===== src/mbm_params.svh =====
// mbm_params.svh: register offsets, field positions and reset values
// of the memory based multiplier.
// assumes: included by bare name from the top module, the checker and the bench.
`ifndef MBM_PARAMS_SVH
`define MBM_PARAMS_SVH

// ==========================================================================
// register map (byte addresses on a 32-bit classic bus)
`define MBM_ADR_W        8
`define MBM_CTRL_OFS     8'h00
`define MBM_STAT_OFS     8'h04

// ==========================================================================
// control fields and reset value
`define MBM_CTRL_DSIGN   0
`define MBM_CTRL_CSIGN   1
`define MBM_CTRL_RST     2'h0

// ==========================================================================
// status fields
`define MBM_STAT_DONE    0
`define MBM_STAT_GOOD    1
`define MBM_STAT_BUSY    2
`define MBM_STAT_FILL    3

// ==========================================================================
// configuration defaults
`define MBM_MULT_W       8
`define MBM_COEF_W       8
`define MBM_CHOICE_W     1
`define MBM_CYCLES       2
`define MBM_INIT_COEF    0

`endif


===== src/mbm_pkg.sv =====
// mbm_pkg.sv: types shared by the memory based multiplier files.
// assumes: mbm_params.svh holds the register map and defaults; this file holds types and the loader state encodings.
package mbm_pkg;

  // ========================================================================
  // loader state, one-hot
  typedef enum logic [1:0] {
    MBM_LD_IDLE = 2'b01,
    MBM_LD_FILL = 2'b10
  } mbm_ld_e;

  // ========================================================================
  // software control and visible status
  typedef struct packed {
    logic coef_signed;
    logic data_signed;
  } mbm_ctrl_s;

  typedef struct packed {
    logic filling;
    logic busy;
    logic good;
    logic finished;
  } mbm_stat_s;

endpackage : mbm_pkg


===== src/mbm_lut.sv =====
// mbm_lut.sv: partial product table, one write port, one read port.
// assumes: a single clock; the read is combinational so that a digit can
// be looked up and accumulated in the same cycle.
`timescale 1ns/1ps
module mbm_lut #(
  parameter int AW = 5,
  parameter int DW = 13
) (
  input  wire logic          clk_i,
  input  wire logic          we_i,
  input  wire logic [AW-1:0] waddr_i,
  input  wire logic [DW-1:0] wdata_i,
  input  wire logic [AW-1:0] raddr_i,
  output logic      [DW-1:0] rdata_o
);

  // ========================================================================
  // storage; no reset, contents are built by the loader after reset
  logic [DW-1:0] mem [0:(2**AW)-1];

  always_ff @(posedge clk_i)
  begin
    if (we_i)
    begin
      mem[waddr_i] <= wdata_i;
    end
  end

  assign rdata_o = mem[raddr_i];

endmodule : mbm_lut


===== src/mbm_mult.sv =====
// mbm_mult.sv: multiplier built from table lookups with a Wishbone
// control and status port.
// assumes: all user inputs come from logic on clk_i; Wishbone classic
// master on the same clock.
`timescale 1ns/1ps
`include "mbm_params.svh"

// Notes on behaviour
// - products come from memory tables, no multiplier
// - everything runs on the single clock
// - coefficient bus is coef_bus_width wide
// - multiplicand bus is multiplicand_width wide
// - optional synchronous clear, active high
// - coef_choice picks the stored coefficient
// - load writes coefficient input into selected slot
// - begin restarts multiplication, abandons current one
// - begin ignored when one cycle per product
// - product bus is product_width wide
// - good only while product is complete result
// - finished flag rises after table fully rewritten
// - multiplicand width from allowed set, signed option
// - coefficient up to 24 bits, signed option
// - load and clear ports always exist; their inputs are ignored unless enabled
module mbm_mult #(
  parameter int MULT_W   = `MBM_MULT_W,
  parameter int COEF_W   = `MBM_COEF_W,
  parameter int CHOICE_W = `MBM_CHOICE_W,
  parameter int PROD_W   = `MBM_MULT_W + `MBM_COEF_W,
  parameter int CYCLES   = `MBM_CYCLES,
  parameter int INIT_COEF = `MBM_INIT_COEF,
  parameter bit HAS_LOAD = 1'b1,
  parameter bit HAS_SCLR = 1'b1
) (
  input  wire logic                  clk_i,
  input  wire logic                  rst_i,
  input  wire logic                  wb_cyc_i,
  input  wire logic                  wb_stb_i,
  input  wire logic                  wb_we_i,
  input  wire logic [`MBM_ADR_W-1:0] wb_adr_i,
  input  wire logic [3:0]            wb_sel_i,
  input  wire logic [31:0]           wb_dat_i,
  output logic      [31:0]           wb_dat_o,
  output logic                       wb_ack_o,
  input  wire logic [MULT_W-1:0]     multiplicand_i,
  input  wire logic [CHOICE_W-1:0]   coef_choice_i,
  input  wire logic [COEF_W-1:0]     coef_i,
  input  wire logic                  write_new_coef_i,
  input  wire logic                  begin_new_product_i,
  input  wire logic                  sync_clear_i,
  output logic      [PROD_W-1:0]     product_o,
  output logic                       product_good_o,
  output logic                       coef_write_finished_o
);
  import mbm_pkg::*;

  // ========================================================================
  // derived sizes
  localparam int DIG_W = (MULT_W + CYCLES - 1) / CYCLES;
  localparam int XW    = CYCLES * DIG_W;          // padded multiplicand
  localparam int EW    = COEF_W + DIG_W + 1;      // table entry, signed
  localparam int FW    = XW + COEF_W + 2;         // accumulator, signed
  localparam int AW    = CHOICE_W + DIG_W;
  localparam int CW_CNT = $clog2(CYCLES + 1);
  localparam logic [DIG_W-1:0]    DIG_LAST = {DIG_W{1'b1}};
  localparam logic [CHOICE_W-1:0] SEL_LAST = {CHOICE_W{1'b1}};

  // ========================================================================
  // elaboration checks
  generate
    if (!(MULT_W inside {2, 3, 4, 5, 6, 7, 8, 16, 24, 32}))
    begin : g_bad_mult_w
      $error("multiplicand width not supported");
    end
    if (COEF_W < 2 || COEF_W > 24)
    begin : g_bad_coef_w
      $error("coefficient width must be 2 to 24");
    end
    if (CYCLES < 1 || CYCLES > MULT_W || PROD_W < 1 ||
        PROD_W > MULT_W + COEF_W || CHOICE_W < 1)
    begin : g_bad_shape
      $error("cycle count or widths out of range");
    end
    if (INIT_COEF < 0 || INIT_COEF > 4 || INIT_COEF >= 2**(COEF_W-1))
    begin : g_bad_init
      $error("initial coefficient must be 0 to 4 and fit");
    end
  endgenerate

  // ========================================================================
  // helpers
  function automatic logic [EW-1:0] ext_coef(input logic [COEF_W-1:0] c,
                                             input logic sgn);
    ext_coef = sgn ? {{(EW-COEF_W){c[COEF_W-1]}}, c}
                   : {{(EW-COEF_W){1'b0}}, c};
  endfunction : ext_coef

  function automatic logic [XW-1:0] ext_data(input logic [MULT_W-1:0] d,
                                             input logic sgn);
    if (XW == MULT_W)
      ext_data = d;
    else
      ext_data = sgn ? {{(XW-MULT_W+1){d[MULT_W-1]}}, d[MULT_W-2:0]}
                     : {{(XW-MULT_W+1){1'b0}}, d[MULT_W-2:0]} |
                       {{(XW-MULT_W){1'b0}}, d[MULT_W-1], {(MULT_W-1){1'b0}}};
  endfunction : ext_data

  // ========================================================================
  // register bus
  mbm_ctrl_s   ctrl;
  mbm_ctrl_s   next_ctrl;
  mbm_stat_s   stat;
  logic [31:0] next_dat;
  logic        next_ack;
  logic        bus_req;

  assign bus_req = wb_cyc_i && wb_stb_i && !wb_ack_o;

  always_comb
  begin
    next_ctrl = ctrl;
    next_dat  = 32'h0000_0000;
    next_ack  = bus_req;
    if (bus_req)
    begin
      case (wb_adr_i)
        `MBM_CTRL_OFS:
        begin
          if (wb_we_i && wb_sel_i[0])
            next_ctrl = mbm_ctrl_s'(wb_dat_i[1:0]);
          next_dat = {30'h0, ctrl};
        end
        `MBM_STAT_OFS: next_dat = {28'h0, stat};
        default:       next_dat = 32'h0000_0000;  // unmapped reads zero
      endcase
    end
  end

  always_ff @(posedge clk_i)
  begin
    if (rst_i)
    begin
      ctrl     <= mbm_ctrl_s'(`MBM_CTRL_RST);
      wb_dat_o <= 32'h0000_0000;
      wb_ack_o <= 1'b0;
    end
    else
    begin
      ctrl     <= next_ctrl;
      wb_dat_o <= next_dat;
      wb_ack_o <= next_ack;
    end
  end

  // ========================================================================
  // coefficient loader: builds c*d for every digit value by addition
  mbm_ld_e             ld_state;
  mbm_ld_e             next_ld_state;
  logic [CHOICE_W-1:0] ld_sel;
  logic [CHOICE_W-1:0] next_ld_sel;
  logic [DIG_W-1:0]    ld_dig;
  logic [DIG_W-1:0]    next_ld_dig;
  logic [EW-1:0]       ld_acc;
  logic [EW-1:0]       next_ld_acc;
  logic [COEF_W-1:0]   ld_coef;
  logic [COEF_W-1:0]   next_ld_coef;
  logic                ld_sweep;
  logic                next_ld_sweep;
  logic                next_finished;
  logic                lut_we;
  logic                load_req;

  assign lut_we   = (ld_state == MBM_LD_FILL);
  // loads only accepted while finished is high
  assign load_req = HAS_LOAD && write_new_coef_i && coef_write_finished_o;

  always_comb
  begin
    next_ld_state = ld_state;
    next_ld_sel   = ld_sel;
    next_ld_dig   = ld_dig;
    next_ld_acc   = ld_acc;
    next_ld_coef  = ld_coef;
    next_ld_sweep = ld_sweep;
    next_finished = coef_write_finished_o;
    case (ld_state)
      MBM_LD_IDLE:
      begin
        if (load_req)
        begin
          next_ld_state = MBM_LD_FILL;
          next_ld_sel   = coef_choice_i;
          next_ld_coef  = coef_i;
          next_ld_dig   = '0;
          next_ld_acc   = '0;
          next_finished = 1'b0;
        end
      end
      MBM_LD_FILL:
      begin
        next_ld_acc = ld_acc + ext_coef(ld_coef, ctrl.coef_signed);
        next_ld_dig = ld_dig + 1'b1;
        if (ld_dig == DIG_LAST)
        begin
          next_ld_acc = '0;
          if (ld_sweep && ld_sel != SEL_LAST)
            next_ld_sel = ld_sel + 1'b1;
          else
          begin
            next_ld_state = MBM_LD_IDLE;
            next_ld_sweep = 1'b0;
            next_finished = 1'b1;
          end
        end
      end
      default:
      begin
        next_ld_state = MBM_LD_IDLE;
        next_finished = 1'b1;
      end
    endcase
  end

  always_ff @(posedge clk_i)
  begin
    if (rst_i)
    begin
      // every slot is filled with the initial coefficient after reset
      ld_state              <= MBM_LD_FILL;
      ld_sel                <= '0;
      ld_dig                <= '0;
      ld_acc                <= '0;
      ld_coef               <= COEF_W'(INIT_COEF);
      ld_sweep              <= 1'b1;
      coef_write_finished_o <= 1'b0;
    end
    else
    begin
      ld_state              <= next_ld_state;
      ld_sel                <= next_ld_sel;
      ld_dig                <= next_ld_dig;
      ld_acc                <= next_ld_acc;
      ld_coef               <= next_ld_coef;
      ld_sweep              <= next_ld_sweep;
      coef_write_finished_o <= next_finished;
    end
  end

  // raw coefficients kept for the sign fix of the top digit
  logic [COEF_W-1:0] coef_mem [0:(2**CHOICE_W)-1];

  always_ff @(posedge clk_i)
  begin
    if (lut_we && ld_dig == '0)
    begin
      coef_mem[ld_sel] <= ld_coef;
    end
  end

  // ========================================================================
  // table lookup
  logic                run;
  logic [CHOICE_W-1:0] sel_q;
  logic [XW-1:0]       data_q;
  logic                first;
  logic [CHOICE_W-1:0] sel_use;
  logic [XW-1:0]       dsrc;
  logic [DIG_W-1:0]    digit;
  logic [EW-1:0]       lut_rd;
  logic [FW-1:0]       part;

  // one cycle per product: every cycle is a fresh lookup
  // a begin during a run must look up the new operand, not the held one
  assign first   = (CYCLES == 1) || !run || begin_new_product_i;
  assign sel_use = first ? coef_choice_i : sel_q;
  assign dsrc    = first ? ext_data(multiplicand_i, ctrl.data_signed)
                         : data_q;
  assign digit   = dsrc[XW-1 -: DIG_W];

  mbm_lut #(
    .AW (AW),
    .DW (EW)
  ) u_lut (
    .clk_i   (clk_i),
    .we_i    (lut_we),
    .waddr_i ({ld_sel, ld_dig}),
    .wdata_i (ld_acc),
    .raddr_i ({sel_use, digit}),
    .rdata_o (lut_rd)
  );

  // top digit of signed data weighs negative: subtract c << DIG_W
  always_comb
  begin
    part = {{(FW-EW){lut_rd[EW-1]}}, lut_rd};
    if (first && ctrl.data_signed && digit[DIG_W-1])
      part = part - (FW'({{(FW-EW){1'b0}},
             ext_coef(coef_mem[sel_use], ctrl.coef_signed)}) << DIG_W);
  end

  // ========================================================================
  // digit serial accumulation, most significant digit first
  logic [FW-1:0]       acc;
  logic [FW-1:0]       next_acc;
  logic [FW-1:0]       sum;
  logic                next_run;
  logic [CHOICE_W-1:0] next_sel_q;
  logic [XW-1:0]       next_data_q;
  logic [CW_CNT-1:0]   cnt;
  logic [CW_CNT-1:0]   next_cnt;
  logic [PROD_W-1:0]   next_product;
  logic                next_good;
  logic                clear;

  assign clear = HAS_SCLR && sync_clear_i;
  assign sum   = (acc << DIG_W) + part;

  always_comb
  begin
    next_acc     = acc;
    next_run     = run;
    next_sel_q   = sel_q;
    next_data_q  = data_q;
    next_cnt     = cnt;
    next_product = product_o;
    next_good    = product_good_o;
    if (clear)
    begin
      next_acc     = '0;
      next_run     = 1'b0;
      next_cnt     = '0;
      next_product = '0;
      next_good    = 1'b0;
    end
    else if (CYCLES == 1)
    begin
      next_product = part[PROD_W-1:0];
      next_good    = 1'b0;
    end
    else if (begin_new_product_i)
    begin
      // restart discards any partial sum
      next_acc    = part;
      next_run    = 1'b1;
      next_sel_q  = coef_choice_i;
      next_data_q = dsrc << DIG_W;
      next_cnt    = CW_CNT'(CYCLES - 1);
      next_good   = 1'b0;
    end
    else if (run)
    begin
      next_data_q = data_q << DIG_W;
      next_cnt    = cnt - 1'b1;
      next_acc    = sum;
      if (cnt == CW_CNT'(1))
      begin
        next_run     = 1'b0;
        next_product = sum[PROD_W-1:0];
        next_good    = 1'b1;
      end
    end
  end

  always_ff @(posedge clk_i)
  begin
    if (rst_i)
    begin
      acc            <= '0;
      run            <= 1'b0;
      sel_q          <= '0;
      data_q         <= '0;
      cnt            <= '0;
      product_o      <= '0;
      product_good_o <= 1'b0;
    end
    else
    begin
      acc            <= next_acc;
      run            <= next_run;
      sel_q          <= next_sel_q;
      data_q         <= next_data_q;
      cnt            <= next_cnt;
      product_o      <= next_product;
      product_good_o <= next_good;
    end
  end

  // status seen by software
  assign stat = '{filling:  lut_we,
                  busy:     run,
                  good:     product_good_o,
                  finished: coef_write_finished_o};

endmodule : mbm_mult


===== config.mk =====
export PLATFORM = sky130hd
export DESIGN_NAME = mbm_mult
export DESIGN_NICKNAME = d
export VERILOG_FILES = /design/src/mbm_pkg.sv /design/src/mbm_lut.sv /design/src/mbm_mult.sv
export VERILOG_INCLUDE_DIRS = /design/src
export SDC_FILE = /design/constraint.sdc
export NUM_CORES = 1
export LEC_CHECK = 0
export ABC_AREA = 1
export ABC_CLOCK_PERIOD_IN_PS = 5370
export BUFFER_PORTS_ARGS = -buffer_cell sky130_fd_sc_hd__buf_2
export CORE_ASPECT_RATIO = 0.8
export CORE_MARGIN = 5
export CORE_UTILIZATION = 40
export DETAILED_ROUTE_END_ITERATION = 7
export PLACE_DENSITY_LB_ADDON = 0.1
export SLEW_MARGIN = 25
export SYNTH_ARGS = -nofsm -noshare
export SYNTH_HDL_FRONTEND = slang
export SYNTH_SLANG_ARGS = --single-unit

===== constraint.sdc =====
create_clock -name clk_i -period 5.37 [get_ports clk_i]
set_input_delay 1.074 -clock clk_i [delete_from_list [all_inputs] [get_ports clk_i]]
set_output_delay 1.074 -clock clk_i [all_outputs]
set_load 0.05 [all_outputs]

Yosys cells after proc, flatten, opt, wreduce, memory -nomap -nowiden
Memories as Yosys holds them, arrays and structs flattened. Cells that the tools add are included.

Bits in registers: 106. Memory bits (writable): 432. Output and inout port bits: 51. Memories kept: 2.

$add $sub $neg: 6. Eq/ne operators: 9. Multiplexer cells: 36. Bitwise gates (word level): 5. Reduce and logical (&&, ||, !) cells: 28.

Memory list: u_lut.mem (words 32, bits a word 13, rd ports 1, clocked after Yosys merged registers in 0, wr ports 1, line mbm_lut.sv:19) `logic [DW-1:0] mem [0:(2**AW)-1];`; coef_mem (words 2, bits a word 8, rd ports 1, clocked after Yosys merged registers in 0, wr ports 1, line mbm_mult.sv:249) `logic [COEF_W-1:0] coef_mem [0:(2**CHOICE_W)-1];`.

Operators with widths (count): $mux 13 (3); $mux 12 (3); $pmux 13 s2 (1); $mux 8 (3); $add 16x16->16 (1); $mux 1 (16); $mux 16 (1); $pmux 4 s2 (2); $sub 16x16->16 (1); $add 13x13->13 (1); $reduce_and 3->1 (4); $reduce_and 2->1 (5); $eq 8x3->1 const B (1); $logic_and 1x1->1 (8); $logic_not 8->1 (1); $mux 2 (3); $not 1->1 (5); $add 4x1->4 const B (1); $eq 2x1->1 const B (2); $eq 4x4->1 const B (1); $logic_not 4->1 (1); $mux 4 (1); $ne 2x1->1 const B (2); $ne 2x2->1 const B (2); other kinds (11) (15).

Depth between registers and ports, before layout
An unclocked memory read counts as a cell.

Word-level depth: 10. Gate-level depth with buffers: 39.

Modules after synthesis
Synthesis repeated with hierarchy kept, for this count alone.

Cells, all modules: 2164. Area total of the unflattened synthesis: 22122.5 um^2.

Modules (own cells, without submodules): mbm_lut (times used 1, cells an instance 1453, area an instance 16879.9 um^2); mbm_mult (times used 1, cells an instance 711, area an instance 5242.5 um^2).

Worst setup path before layout
OpenSTA, ideal clock, no wires.

Path kind: in2reg. Start point: input port begin_new_product_i. End point: register product_o[15]. Arrival: 5039 ps. Data required time: 5261 ps. Setup slack: 222 ps. Stages on the path: 32. Path buffers: 3. Cell sequence: inv_2 > nand2_4 > buf_6 > nand2_1 > nand2_1 > clkbuf_1 > buf_1 > nand2_1 > nand2_1 > ha_1 > inv_1 > fa_1 > a21oi_1 > o21ai_0 > nand2_1 > nand2_1 > a21oi_1 > nor2_1 > o21ai_0 > a21oi_1 > o21ai_0 > inv_1 > ha_1 > nand2_1 > nand2_1 > inv_1 > o311ai_0 > a31oi_1 > nand3_1 > nand3_1 > nand2_1 > inv_1.

Longest elaborated chain between the ends: 7. Elaborated cells between the ends (all ways): 13. Classes of those cells: add/sub (2); mux (4); bitwise (1); reduce/logical (4); memory (2).

RTL lines: start, declared (line mbm_mult.sv:48) `input wire logic begin_new_product_i,`; branches (longest 7 deep; another with $sub 16x16->16); end signal, assigned (line mbm_mult.sv:382) `product_o <= next_product;`; end, declared (line mbm_mult.sv:50) `output logic [PROD_W-1:0] product_o,`.

Several ways; the timed one is not identified. A chain may end at the register's enable or synchronous reset.

Worst setup path in the final report
Same ends and word-level chain as after synthesis.

==> results.cfg <==
[floorplanning]
die_area_mm2 = 0.05909
ioPinCount = 120
fp-row-count = 76
die_h_um = 218.4
die_w_um = 270.5
core_mm2 = 0.05382
start_util_pct = 40.35

[final_layout]
antennaDiodeCount = 0
design_area_mm2 = 0.02604
finalNetCount = 2283
layoutNonFillerInstCount = 2913
drive_gt1_share_pct = 18.14
area_growth_pct = 19.89

[status]
outcome = complete, no violations

[sta]
drv_slew = 0
finalHoldViolations = 0
fin_crit_sh_pct = 94.99
setup_viol = 0
finalCriticalPeriod_ns = 5.101
fin_worst_skew_ns = 0.01864
holdWs_ns = 0.4682
fmax_mhz = 196.0
worst-slew-pin-transition_ns = 0.8514
setup_slack_ns = 0.2690
max_slew_margin_pct = 43.03

[logic_synthesis]
synth_top_cell_area_share_pct = 59.73
ys_top_cells_by_area = edfxtp_1 60%, dfxtp_1 6.7%, nor2_1 5.2%
yosysUniqueCellTypes = 46
synth_edf_count = 432
synth-seq-cells = 505
synth_top_cell_by_area = edfxtp_1
synth-seq-area-share_pct = 66.46
ys_warn_count = 0
synth_area_mm2 = 0.02172
ys.flop_type = edfxtp_1
syn_area_per_cell_um2 = 11.18
ys_async_sr_fraction_pct = 0
syn_inst = 1943

[critical_path]
crit_path_end_kind = flop
crit_fanout = 26
cpPeakStageDelay_ns = 0.33
required_ns = 5.86
path_class = in -> reg
worstPathArrival_ns = 5.59
rr_startpoint = run
cpMostUsedCell = buf_4
critPathSlowestCell = ha_1
cp-start-kind = input port
worstSetupStartpoint = begin_new_product_i

[place]
dp.cells = 2815
portBuffers = 58
dpl_cell_area_mm2 = 0.02418
gp_congestion = 0.9409
dp_slack_ns = -0.6221
detailed_place_hpwl_um = 40730

[detailed_routing]
drtAntennaViolNets = 0
first_pass_iters = 7
drc = 0
routed_via_density = 5.303
vias = 15450
detail_route.wl_per_cell_um = 20.78
routed_wl_um = 60520
drt_iter0_markers = 1445

[pwr]
p_seq_share_pct = 48.6
clock_power_share_pct = 39.8
p_sw_mw = 2.125
combinationalPowerShare_pct = 11.5
power.density_mw_per_mm2 = 337.6
vdd_drop_max_mv = 0.2463
swShare_pct = 24.17
fin_total_pwr_mw = 8.792
p_int_mw = 6.667
p_leak_nw = 9.722

[global_routing]
antenna_found_initial = 0
grt_overflow = 0
grt_pass1_wl_um = 90080
grt.total_usage_pct = 19.94
grt_max_degree = 43
grt_pass1_vias = 14570

[clock_network]
insertion_delay_ns = 0.60
htree_levels = 2
clock_path_buffers = 3
cts_root_buf = clkbuf_16
cts_buffers = 53
cts_num_sinks = 505
hold_buffers = 0
cts.clk_slew.worst_paths_ns = 0.06
cts_tree = done

[hold_path]
hp-class = reg -> reg
min_from = product_o[7]

[job]
cap_violations = 0
per-layer routing:
metal / wire (um) / GRT usage, % / share of wire (%) / vias up
met4: 904 / 4.165 / 1.5 / 0
met5: 0 / 0 / 0 / -
li1: - / - / - / 7360
met1: 29960 / 31.36 / 50 / 7609
met3: 3571 / 3.106 / 5.9 / 67
met2: 26080 / 29.31 / 43 / 413
synth_stat cells, drive strengths merged (4+ instances only):
| master | number |
|---|---|
| clkbuf | 46 |
| inv | 99 |
| dfxtp | 73 |
| edfxtp | 432 |
| o211ai | 51 |
| o21ai | 246 |
| a31oi | 5 |
| xor2 | 8 |
| a22o | 4 |
| buf | 84 |
| o221ai | 28 |
| a21oi | 89 |
| nor2 | 298 |
| nand3 | 180 |
| mux2i | 6 |
| ha | 37 |
| a21o | 4 |
| or2 | 6 |
| nor3 | 10 |
| nand2 | 207 |
| o22ai | 4 |
kinds of logic after synthesis:
logic type / share of synthesized area (%)
AO/OA/AOI/OAI: 11.67
multiplexers: 0.2765
other: 0.01727
adder cells (fa/ha/maj): 2.408
flip-flops: 66.46
XOR/XNOR: 0.4436
AND/OR/NAND/NOR: 13.62
buffers and inverters: 5.110
sequential cells by signal, indices dropped and copies added, names as in the netlist, 4 cells and up:
| register | count |
|---|---|
| wb_dat_o | 4 |
| ld_dig | 4 |
| ld_coef | 8 |
| ld_acc | 13 |
| acc | 12 |
| u_lut.mem | 416 |
| product_o | 16 |
| coef_mem | 16 |
| data_q | 4 |
cells in the final DEF, fill, tap and decap left out, types with 35 or more instances in the layout:
cell       Yosys  final
o21ai_0      219    212
clkbuf_16      0     57
nand3_1      179    166
a21oi_1       89     87
inv_1         96     95
buf_4         42    197
nor2_1       298    295
ha_1          37     35
buf_2         32     58
o211ai_1      51     51
nand2_1      201    199
edfxtp_1     432    432
dfxtp_1       73     73
timing repair:
action	in CTS	in global routing
setup endpoints to repair	1	7
pin swaps	0	7
gates cloned	0	2
gates resized for setup	1	38
setup buffers	0	4
worst max-delay path: cells and delay by family:
| kind | cells | cell delay [ns] |
|---|---|---|
| AOI/OAI and AO/OA | 6 | 1.01 |
| xor gates and xnor gates | 1 | 0.10 |
| adders and majority gates | 2 | 0.61 |
| buffers and inverters | 11 | 1.32 |
| and+or+nand+nor | 16 | 1.42 |
worst paths after layout:
| check | slack, ns | to | cells after the start |
|---|---|---|---|
| setup reg to reg | 0.38 | product_o[15] | 34 |
| setup / recovery | 0.27 | product_o[15] | 36 |
| hold / removal | 0.47 | product_o[7] | 2 |
| hold reg to reg | 0.47 | product_o[7] | 2 |
layout make-up:
cell class / count / area [um^2]
clock inverters: 15 / 131.4
flip-flops and latches: 505 / 14430
clock buffers: 77 / 1499
well taps: 702 / 878.3
multi-input cells: 1234 / 6467
inverters: 101 / 386.6
fillers: 4904 / 27780
repair buffers: 279 / 2242
through the flow:
step                      util [%]  TNS [ns]
after floorplan                  -         0
after global placement       44.91    -3.371
after detailed placement     44.92    -3.612
after CTS                    47.96         0
after global routing         48.38  -0.02400
final                        48.38         0
power by group through the flow:
stage	combinational [mW]	clock, mW	sequential [mW]
after floorplan	0.554	0	4.35
after global routing	1.11	3.75	4.28
after detailed placement	0.973	0	4.36
after global placement	0.965	0	4.36
after CTS	0.977	3.59	4.27
final	1.01	3.50	4.28
Note: power is estimated with default switching activity, not from simulation.
